[config.mk]
export PLATFORM = sky130hd
export DESIGN_NAME = cmfs_feature_select
export DESIGN_NICKNAME = d
export VERILOG_FILES = /design/src/cmfs_pkg.sv /design/src/cmfs_feature_select.sv
export SDC_FILE = /design/constraint.sdc
export NUM_CORES = 1
export LEC_CHECK = 0
export BUFFER_PORTS_ARGS = -buffer_cell sky130_fd_sc_hd__buf_2
export CORE_UTILIZATION = 52
export DETAILED_ROUTE_END_ITERATION = 10
export MAX_ROUTING_LAYER = met4
export PLACE_DENSITY = 0.87
export SLEW_MARGIN = 40
export SYNTH_ARGS = -nofsm -noshare
export SYNTH_HDL_FRONTEND = slang
export SYNTH_SLANG_ARGS = --single-unit
[constraint.sdc]
create_clock -name clk -period 2.14 [get_ports clk]
set_input_delay 0.214 -clock clk [delete_from_list [all_inputs] [get_ports clk]]
set_output_delay 0.214 -clock clk [all_outputs]
set_load 0.02 [all_outputs]
[src/cmfs_pkg.sv]
`default_nettype none
package cmfs_pkg;
	// Serial frame layout, MSB first
	localparam int          FRAME_BITS   = 32;
	localparam logic [4:0]  LAST_BIT_CNT = 5'h1f;
	localparam logic [11:0] FRAME_HEADER = 12'h001;
	localparam int          HEADER_MSB   = 31;
	localparam int          HEADER_LSB   = 20;
	localparam int          ADDR_MSB     = 19;
	localparam int          ADDR_LSB     = 16;
	localparam int          DATA_MSB     = 15;

	// Register addresses
	localparam logic [3:0] ADDR_OUTPUT_CONFIGURATION  = 4'h1;
	localparam logic [3:0] ADDR_I_CHANNEL_OFFSET      = 4'h2;
	localparam logic [3:0] ADDR_I_CHANNEL_RANGE       = 4'h3;
	localparam logic [3:0] ADDR_EXTENDED_CONFIGURATION = 4'h9;
	localparam logic [3:0] ADDR_Q_CHANNEL_OFFSET      = 4'ha;
	localparam logic [3:0] ADDR_Q_CHANNEL_RANGE       = 4'hb;
	localparam logic [3:0] ADDR_SAMPLE_PHASE_FINE     = 4'he;
	localparam logic [3:0] ADDR_SAMPLE_PHASE_COARSE   = 4'hf;

	// Output configuration fields
	localparam int SECOND_CLOCK_DISABLE_LOW_BIT = 13;
	localparam int OUTPUT_DATA_CLOCK_PHASE_SELECT_BIT        = 11;
	localparam int DDR_SELECT_LOW_BIT           = 10;
	localparam int OUTPUT_AMPLITUDE_SELECT_BIT  = 9;
	localparam int OUTPUT_EDGE_DEMUX_SELECT_BIT = 8;

	// Extended configuration fields
	localparam int TEST_PATTERN_OUTPUT_BIT      = 15;
	localparam int RESISTOR_TRIM_DISABLE_BIT    = 14;
	localparam int DUAL_EDGE_SAMPLING_ENABLE_BIT = 13;
	localparam int DUAL_EDGE_Q_INPUT_BIT        = 12;

	// Adjust fields
	localparam int ADJUST_LSB = 7;
	localparam int FINE_LSB   = 8;

	// Power-on values
	localparam logic [15:0] OUTPUT_CONFIGURATION_RESET   = 16'hb2ff;
	localparam logic [15:0] EXTENDED_CONFIGURATION_RESET = 16'h0000;
	localparam logic [15:0] OFFSET_RESET                 = 16'h0000;
	localparam logic [15:0] RANGE_RESET                  = 16'h8000;
	localparam logic [15:0] PHASE_RESET                  = 16'h0000;

	typedef enum logic [1:0] {
		RX_IDLE   = 2'b00,
		RX_SHIFT  = 2'b01,
		RX_COMMIT = 2'b10
	} cmfs_rx_state_type;

	typedef struct packed {
		logic       ext_mode;
		logic       ddr_enable;
		logic       output_data_clock_phase_select;
		logic       sdr_data_on_rising;
		logic       amplitude_normal;
		logic       cal_delay_long;
		logic       range_reduced;
		logic       dual_edge_sampling_enable;
		logic       dual_edge_q_input;
		logic       test_pattern_output;
		logic       output_data_clock_continuous;
		logic       demux_1to2;
		logic       second_output_data_clock_enable;
		logic [8:0] range_i;
		logic [8:0] range_q;
		logic [8:0] offset_i;
		logic [8:0] offset_q;
		logic [8:0] phase_coarse_mid;
		logic [7:0] phase_fine;
	} cmfs_options_type;

	typedef struct packed {
		logic sclk;
		logic sdata;
		logic scs_low;
		logic ctrl_mode_low;
		logic ddr_strap_mid;
		logic ddr_strap_high;
		logic amplitude_strap;
		logic cal_strap_mid;
		logic cal_strap_high;
		logic range_strap;
	} cmfs_pins_type;
endpackage
`default_nettype wire

[src/cmfs_feature_select.sv]
// Summary of operation
// - Strap picks SDR/DDR in pin mode; active-low bit 10 of 1h otherwise.
// - DDR clock phase fixed at zero in pin mode; bit 11 of 1h otherwise.
// - Pin-mode SDR data changes on rising edge if strap high, else falling.
// - Extended mode: bit 8 of 1h picks the SDR data edge.
// - Amplitude strap high normal, low reduced; extended uses bit 9 of 1h.
// - Pin mode: calibration delay from strap; extended mode: short only.
// - Range strap high normal, low reduced, same for both channels.
// - Extended: per-channel 9-bit range, registers 3h and Bh bits 15..7.
// - Offset only in extended: registers 2h and Ah bits 15..7.
// - Pin mode: mid-level strap enables dual-edge sampling on I input only.
// - Extended: bit 13 of 9h enables dual-edge; I or Q input selectable.
// - Test pattern only in extended mode with bit 15 of 9h set.
// - Extended: trim-disable bit keeps output clock running; not in pin mode.
// - Extended DDR: edge/demux bit one gives 1:1, zero gives 1:2.
// - Extended: active-low bit 13 of 1h turns range pair into second clock.
// - Sampling phase only in extended: Fh bits 15..7, Eh bits 15..8.
// - Reset loads DDR, zero phase, normal swing, short delay, nominal adjusts.
// - Reset: no dual-edge, no pattern, trim on, 1:2, range pins, no phase.
// - Registers have no effect while pin mode is selected.
`timescale 1ns/100ps
`default_nettype none
module cmfs_feature_select (
	input  wire logic                      clk,
	input  wire logic                      resetn,
	input  wire logic                      sclk,
	input  wire logic                      sdata,
	input  wire logic                      scs_low,
	input  wire logic                      ctrl_mode_low,
	input  wire logic                      ddr_strap_mid,
	input  wire logic                      ddr_strap_high,
	input  wire logic                      amplitude_strap,
	input  wire logic                      cal_strap_mid,
	input  wire logic                      cal_strap_high,
	input  wire logic                      range_strap,
	output logic                           reg_write_q,
	output logic                           header_error_q,
	output cmfs_pkg::cmfs_options_type     options_q
);
	cmfs_pkg::cmfs_pins_type     pins_raw;
	cmfs_pkg::cmfs_pins_type     meta_q;
	cmfs_pkg::cmfs_pins_type     pins_s;
	logic                        sclk_prev_q;
	logic                        sclk_rise;
	logic                        mode_ext;
	logic [31:0]                 shift_q;
	logic [4:0]                  bit_cnt_q;
	cmfs_pkg::cmfs_rx_state_type state_q;
	cmfs_pkg::cmfs_rx_state_type state_d;
	logic                        header_ok;
	logic                        commit;
	logic [3:0]                  frame_addr;
	logic [15:0]                 frame_data;
	logic [15:0]                 ocfg_q;
	logic [15:0]                 ecfg_q;
	logic [15:0]                 offset_i_q;
	logic [15:0]                 range_i_q;
	logic [15:0]                 offset_q_q;
	logic [15:0]                 range_q_q;
	logic [15:0]                 phase_fine_q;
	logic [15:0]                 phase_coarse_q;
	cmfs_pkg::cmfs_options_type  options_d;

	assign pins_raw = '{sclk: sclk, sdata: sdata, scs_low: scs_low,
		ctrl_mode_low: ctrl_mode_low, ddr_strap_mid: ddr_strap_mid,
		ddr_strap_high: ddr_strap_high, amplitude_strap: amplitude_strap,
		cal_strap_mid: cal_strap_mid, cal_strap_high: cal_strap_high,
		range_strap: range_strap};

	// Two-stage synchroniser for every pin
	always_ff @(posedge clk or negedge resetn) begin
		if (!resetn) begin
			// Select held at its idle level, so no false frame start
			meta_q         <= '0;
			meta_q.scs_low <= 1'b1;
			pins_s         <= '0;
			pins_s.scs_low <= 1'b1;
		end else begin
			meta_q <= pins_raw;
			pins_s <= meta_q;
		end
	end

	always_ff @(posedge clk or negedge resetn) begin
		if (!resetn) begin
			sclk_prev_q <= 1'b0;
		end else begin
			sclk_prev_q <= pins_s.sclk;
		end
	end

	assign sclk_rise = pins_s.sclk & ~sclk_prev_q;
	assign mode_ext  = ~pins_s.ctrl_mode_low;

	// Serial shift and bit count; deselect restarts the frame
	always_ff @(posedge clk or negedge resetn) begin
		if (!resetn) begin
			shift_q   <= '0;
			bit_cnt_q <= '0;
		end else if (pins_s.scs_low) begin
			bit_cnt_q <= '0;
		end else if (sclk_rise) begin
			shift_q   <= {shift_q[30:0], pins_s.sdata};
			bit_cnt_q <= bit_cnt_q + 5'h01;
		end
	end

	always_comb begin
		state_d = state_q;
		case (state_q)
			cmfs_pkg::RX_IDLE: begin
				if (!pins_s.scs_low && mode_ext) begin
					state_d = cmfs_pkg::RX_SHIFT;
				end
			end
			cmfs_pkg::RX_SHIFT: begin
				if (pins_s.scs_low || !mode_ext) begin
					state_d = cmfs_pkg::RX_IDLE;
				end else if (sclk_rise &&
						bit_cnt_q == cmfs_pkg::LAST_BIT_CNT) begin
					state_d = cmfs_pkg::RX_COMMIT;
				end
			end
			cmfs_pkg::RX_COMMIT: begin
				state_d = cmfs_pkg::RX_SHIFT;
			end
			default: begin
				state_d = cmfs_pkg::RX_IDLE;
			end
		endcase
	end

	always_ff @(posedge clk or negedge resetn) begin
		if (!resetn) begin
			state_q <= cmfs_pkg::RX_IDLE;
		end else begin
			state_q <= state_d;
		end
	end

	assign header_ok  = shift_q[cmfs_pkg::HEADER_MSB:cmfs_pkg::HEADER_LSB]
		== cmfs_pkg::FRAME_HEADER;
	assign frame_addr = shift_q[cmfs_pkg::ADDR_MSB:cmfs_pkg::ADDR_LSB];
	assign frame_data = shift_q[cmfs_pkg::DATA_MSB:0];
	// Whole frame received before any register changes
	assign commit = state_q == cmfs_pkg::RX_COMMIT && header_ok
		&& mode_ext;

	always_ff @(posedge clk or negedge resetn) begin
		if (!resetn) begin
			reg_write_q    <= 1'b0;
			header_error_q <= 1'b0;
		end else begin
			reg_write_q    <= commit;
			header_error_q <= state_q == cmfs_pkg::RX_COMMIT && !header_ok;
		end
	end

	// Write-only register bank, power-on defaults
	always_ff @(posedge clk or negedge resetn) begin
		if (!resetn) begin
			ocfg_q         <= cmfs_pkg::OUTPUT_CONFIGURATION_RESET;
			ecfg_q         <= cmfs_pkg::EXTENDED_CONFIGURATION_RESET;
			offset_i_q     <= cmfs_pkg::OFFSET_RESET;
			offset_q_q     <= cmfs_pkg::OFFSET_RESET;
			range_i_q      <= cmfs_pkg::RANGE_RESET;
			range_q_q      <= cmfs_pkg::RANGE_RESET;
			phase_fine_q   <= cmfs_pkg::PHASE_RESET;
			phase_coarse_q <= cmfs_pkg::PHASE_RESET;
		end else if (commit) begin
			case (frame_addr)
				cmfs_pkg::ADDR_OUTPUT_CONFIGURATION: begin
					ocfg_q <= frame_data;
				end
				cmfs_pkg::ADDR_EXTENDED_CONFIGURATION: begin
					ecfg_q <= frame_data;
				end
				cmfs_pkg::ADDR_I_CHANNEL_OFFSET: begin
					offset_i_q <= frame_data;
				end
				cmfs_pkg::ADDR_Q_CHANNEL_OFFSET: begin
					offset_q_q <= frame_data;
				end
				cmfs_pkg::ADDR_I_CHANNEL_RANGE: begin
					range_i_q <= frame_data;
				end
				cmfs_pkg::ADDR_Q_CHANNEL_RANGE: begin
					range_q_q <= frame_data;
				end
				cmfs_pkg::ADDR_SAMPLE_PHASE_FINE: begin
					phase_fine_q <= frame_data;
				end
				cmfs_pkg::ADDR_SAMPLE_PHASE_COARSE: begin
					phase_coarse_q <= frame_data;
				end
				default: begin
				end
			endcase
		end
	end

	// Option selection by control mode
	always_comb begin
		options_d          = '0;
		options_d.ext_mode = mode_ext;
		options_d.range_i  = cmfs_pkg::RANGE_RESET[15:7];
		options_d.range_q  = cmfs_pkg::RANGE_RESET[15:7];
		if (mode_ext) begin
			options_d.ddr_enable =
				~ocfg_q[cmfs_pkg::DDR_SELECT_LOW_BIT];
			options_d.output_data_clock_phase_select =
				ocfg_q[cmfs_pkg::OUTPUT_DATA_CLOCK_PHASE_SELECT_BIT];
			options_d.sdr_data_on_rising =
				ocfg_q[cmfs_pkg::OUTPUT_EDGE_DEMUX_SELECT_BIT];
			options_d.amplitude_normal =
				ocfg_q[cmfs_pkg::OUTPUT_AMPLITUDE_SELECT_BIT];
			options_d.cal_delay_long = 1'b0;
			options_d.range_i =
				range_i_q[15:cmfs_pkg::ADJUST_LSB];
			options_d.range_q =
				range_q_q[15:cmfs_pkg::ADJUST_LSB];
			options_d.offset_i =
				offset_i_q[15:cmfs_pkg::ADJUST_LSB];
			options_d.offset_q =
				offset_q_q[15:cmfs_pkg::ADJUST_LSB];
			options_d.dual_edge_sampling_enable =
				ecfg_q[cmfs_pkg::DUAL_EDGE_SAMPLING_ENABLE_BIT];
			options_d.dual_edge_q_input =
				ecfg_q[cmfs_pkg::DUAL_EDGE_Q_INPUT_BIT];
			options_d.test_pattern_output =
				ecfg_q[cmfs_pkg::TEST_PATTERN_OUTPUT_BIT];
			options_d.output_data_clock_continuous =
				ecfg_q[cmfs_pkg::RESISTOR_TRIM_DISABLE_BIT];
			options_d.demux_1to2 = ~(options_d.ddr_enable &&
				ocfg_q[cmfs_pkg::OUTPUT_EDGE_DEMUX_SELECT_BIT]);
			options_d.second_output_data_clock_enable =
				~ocfg_q[cmfs_pkg::SECOND_CLOCK_DISABLE_LOW_BIT];
			options_d.phase_coarse_mid =
				phase_coarse_q[15:cmfs_pkg::ADJUST_LSB];
			options_d.phase_fine =
				phase_fine_q[15:cmfs_pkg::FINE_LSB];
		end else begin
			// Registers ignored; straps alone decide
			options_d.ddr_enable = pins_s.ddr_strap_mid;
			options_d.output_data_clock_phase_select = 1'b0;
			options_d.sdr_data_on_rising = pins_s.ddr_strap_high;
			options_d.amplitude_normal = pins_s.amplitude_strap;
			options_d.cal_delay_long = pins_s.cal_strap_high
				& ~pins_s.cal_strap_mid;
			options_d.range_reduced = ~pins_s.range_strap;
			options_d.dual_edge_sampling_enable =
				pins_s.cal_strap_mid;
			options_d.dual_edge_q_input = 1'b0;
			options_d.demux_1to2 = 1'b1;
		end
	end

	always_ff @(posedge clk or negedge resetn) begin
		if (!resetn) begin
			options_q                  <= '0;
			options_q.ddr_enable       <= 1'b1;
			options_q.amplitude_normal <= 1'b1;
			options_q.demux_1to2       <= 1'b1;
			options_q.range_i          <= cmfs_pkg::RANGE_RESET[15:7];
			options_q.range_q          <= cmfs_pkg::RANGE_RESET[15:7];
		end else begin
			options_q <= options_d;
		end
	end
endmodule
`default_nettype wire

Word level (Yosys, flattened, before mapping)
Cells that the tools add are included.
{ "totals": {"ff_bits": 254, "wordCells": 111} }
{ "classes": {"addsub": 1, "n_eq_ne": 14, "n_mux": 12, "n_bitwise": 10, "n_reduce_logical": 21} }
{ "op_table": {"columns": ["cell", "count"], "rows": [
  ["two-way mux 54 bit", 1],
  ["equality test 4 bit (second input constant)", 5],
  ["AND reduction 2 bit", 10],
  ["two-way mux 5 bit", 3],
  ["equality test 12 x 1 -> 1 bit (second input constant)", 1],
  ["two-way mux 2 bit", 5],
  ["equality test 4 x 2 -> 1 bit (second input constant)", 2],
  ["NOT 1 bit", 8],
  ["logical AND 1 bit", 6],
  ["one-hot mux 2 bit (3 select lines)", 1],
  ["adder 5 x 1 -> 5 bit (second input constant)", 1],
  ["equality test 5 bit (second input constant)", 1],
  ["equality test 4 x 1 -> 1 bit (second input constant)", 1],
  ["!= test 3 bit (second input constant)", 1],
  ["bitwise AND 1 bit", 2],
  ["equality test 2 x 1 -> 1 bit (second input constant)", 1],
  ["equality test 2 bit (second input constant)", 1],
  ["logical NOT 1 bit", 2],
  ["logical NOT 2 bit", 1],
  ["two-way mux 1 bit", 2],
  ["!= test 2 bit (second input constant)", 1],
  ["nonzero test 2 bit", 1],
  ["logical OR 1 bit", 1]
]} }

Longest topological paths before layout
{ "logic_depth": {"word_depth": 6, "depth_mapped": 6, "depth_no_buf": 6} }

Worst setup path before layout
OpenSTA, ideal clock, no wires.
{ "synth_path": {"path_type": "reg-to-reg", "start": "register shift_q[26]", "end": "register offset_i_q[10]", "setup_ps": 125, "t_arrival_ps": 1937, "slack_ps": 78, "stages_incl_launch_ff": 5, "path_buffers": 0, "synth_period_minus_slack_ps": 2062, "path_cell_list": "dfrtp_1 -> nor4_4 -> nand4_4 -> nor4_4 -> mux2_2"} }
{ "synth_between": {"elab_chain_cells": 4} }
{ "synth_lines": {"columns": ["item", "line", "text"], "rows": [
  ["from (decl)", "cmfs_feature_select.sv:46", "logic [31:0] shift_q;"],
  ["from (signal assigned)", "cmfs_feature_select.sv:103", "shift_q <= {shift_q[30:0], pins_s.sdata};"],
  ["equality test 12 x 1 -> 1 bit", "cmfs_feature_select.sv:142", "== cmfs_pkg::FRAME_HEADER;"],
  ["logical AND 1 bit", "cmfs_feature_select.sv:146", "assign commit = state_q == cmfs_pkg::RX_COMMIT && header_ok"],
  ["logical AND 1 bit", "cmfs_feature_select.sv:147", "&& mode_ext;"],
  ["AND reduction 2 bit (no line)", null, null],
  ["to (signal assigned)", "cmfs_feature_select.sv:164", "offset_i_q <= cmfs_pkg::OFFSET_RESET;"],
  ["to (signal assigned)", "cmfs_feature_select.sv:179", "offset_i_q <= frame_data;"],
  ["to (decl)", "cmfs_feature_select.sv:56", "logic [15:0] offset_i_q;"]
]} }
No other way between the ends.
A chain may end at the register's enable or synchronous reset.

Worst setup path in the final report
{ "layout_path": {"start": "register shift_q[25]", "end": "register offset_i_q[9]"} }
The elaborated chain is that of the path after synthesis.

==> run metrics <==
outcome=finished, final reports clean; endpoints failing hold=0; top-count cell post-synth=dfrtp_1; area grow syn2layout=20.7%; port buffer count=roughly 80; worst path required time=between 2 and 2.5 ns; Hold Path Class=register to register; Setup crit start kind=register; CTS clock-pin slew for the worst setup and hold paths=about 0.060 ns; Synth Net Count=424; via count=approximately 3500; Area after DPL=between 0.007 and 0.008 sq mm; P per Cell Area=849 mW/mm^2; Clock Tree Root=clkbuf_16; Worst Setup SP=shift_q[25]; Mapped Cells=just over 400; Max Slew Vio Count=0; number of global-route vias before repair=between 3000 and 4000; Longest Clk Path Bufs=2; number of DRC markers in iteration 0=around 200; Final Setup Violations=0; initial core utilization=around 53%; unrepaired setup endpoints after global routing=false; TritonRoute pass-1 iters=4; final setup margin=roughly 0.086 ns; Min Hold Slack=0.350 ns; Worst IR Drop VDD=0.385 mV; core area=about 0.013 sq mm; Fmax=just under 500 MHz; Worst slew margin=57.1%; reg2reg path depth=6; die height=116 um; Commonest cells post-synth=dfrtp_1, mux2_2, nor2b_1, dfstp_2; Hold Crit Depth=0; drt wl/cell=around 16 um; DP Worst Slack=0.00681 ns; drt total wl=approximately 12000 um; largest net degree at the start of global routing=78; reg-to-reg startpoint=shift_q[25]; antenna cells=0; synthesized area per cell=roughly 16 sq um; Netlist cell types=31; drt via density=about 5; Fin Setup TNS=0 ns; number of synthesized register bits=190; fin crit share=between 90 and 100%; worst path cell trace=nor4_4 -> nand4_4 -> buf_4 -> nor4_4 -> buf_4 -> mux2_2; fraction of registers with async set/reset=100%; Synth Flop Type=dfrtp_1; kind of critical path=register to register; Worst EP arrival=~2.4 ns; DRT antenna net count=0; Die X=between 100 and 150 um; initial antenna violation count=0; # H-tree levels=4; gr usage total=19.4%; Max-cap violations=0; Worst-Margin Slew=0.643 ns; worst-path maximum fanout=9; Sink Count=190; Mapped Area=0.00674 sq mm; post-route cell area=about 0.008 sq mm; grt ovf=0; clk_lat worst skew=about 0.43 ns; minimum clock period=around 2 ns; post-synth top area cell=dfrtp_1; routability cong.=approximately 0.76; Area contributors post-synth=dfrtp_1, mux2_2, nor2b_1, dfstp_2, nor4_4; Seq/Total Area, Yosys=around 70%; Setup crit end kind=register; first-pass GRT wire length=approximately 18000 um; nets@finish=between 500 and 600; fin util=about 64%; clock skew=about 0.0086 ns; # DRC=0; IO Pins=80; top-area cell type share of the netlist area=about two thirds; slowest stage delay, CP=roughly 0.42 ns; Worst Hold Launch=meta_q[4]; die area=around 0.013 sq mm; CTS tree=yes; CP max stage cell=dfrtp_1; YS warnings=0; Post-synth EDFFs=0; DP Wirelength=slightly above 7000 um; CTS buffer count=17; row cnt=roughly 40; fraction of layout cells with a size suffix above 1=a little under half; fillers=881; static leakage=~4.2 nW
-- routing by layer --
layer	vias to the layer above	wire, um	global-route usage [%]
li1	1611	-	-
met4	0	233	9.32
met2	71	6020	31.2
met3	21	326	4.24
met5	-	0	-
met1	1822	5020	23.4
-- flip-flops by register name, indices dropped and copies added (netlist names), 2 cells and up --
signal and flops:
options_q 66, shift_q 32, meta_q 10, pins_s 10, offset_i_q 9, offset_q_q 9, phase_coarse_q 9, range_i_q 9
range_q_q 9, phase_fine_q 8, bit_cnt_q 5, ocfg_q 5, ecfg_q 4, state_q 2
-- area by class of cell --
cell class                      count  area [sq um]  share of cell area [%]
Clock buffer                       23           478                    5.88
Clock inverter                      8          60.1                   0.738
Inverter                            3          11.3                   0.138
Multi-Input combinational cell    203          1910                    23.5
Sequential cell                   190          4770                    58.6
Tap cell                          172           215                    2.65
Timing Repair Buffer              107           692                    8.51
-- logic make-up after synthesis --
logic type / synth area share, %
multiplexers: 16.5
AO/OA/AOI/OAI: 0.278
AND/OR/NAND/NOR: 10.7
flip-flops: 70.8
adder cells (fa/ha/maj): 0.371
XOR/XNOR: 0.390
buffers and inverters: 0.947
-- cells in the final DEF, fill, tap and decap left out, types with 5 or more instances in the layout --
cell type / Yosys / routed
buf_2: 0 / 78
buf_4: 0 / 13
clkbuf_16: 0 / 17
clkinvlp_4: 0 / 5
dfrtp_1: 179 / 178
dfstp_2: 11 / 11
dlygate4sd3_1: 0 / 11
mux2_2: 94 / 94
nand2_1: 5 / 5
nor2_1: 9 / 9
nor2b_1: 57 / 56
nor4_4: 5 / 5
-- path summary, 6_finish.rpt --
check	end	slack, ns
max in group asynchronous	range_i_q[15]	1.03
worst min register to register	pins_s[4]	0.35
min in group asynchronous	bit_cnt_q[1]	0.36
worst max register to register	offset_i_q[9]	0.09
worst max-delay path	offset_i_q[9]	0.09
worst min-delay path	pins_s[4]	0.35
-- repair_timing --
item / CTS / global route
hold buffers: 11 / 0
gates resized for setup: 0 / 0
endpoints found under the setup margin: 8 / 49
pin swaps: 1 / 1
hold endpoints to repair: 77 / 0
gates cloned: 0 / 0
setup buffers: 0 / 3
-- through the flow --
stage	instances	total power [mW]
after floorplan	410	3.94
after global placement	661	4.09
after detailed placement	661	4.11
after CTS	703	6.97
after global routing	706	7.16
final	706	6.91
-- power breakdown --
group | internal (mW) | switching [mW]
clock | 1.58 | 1.28
combinational | 0.118 | 0.141
sequential | 3.70 | 0.0928
-- worst max-delay path: cells and delay by family, from the launching register on --
kind	cells	cell delay [ns]
muxes	1	0.35
and+or+nand+nor	3	0.76
buffers and inverters	2	0.41
DFF	1	0.42
Note: power is estimated with default switching activity, not from simulation.
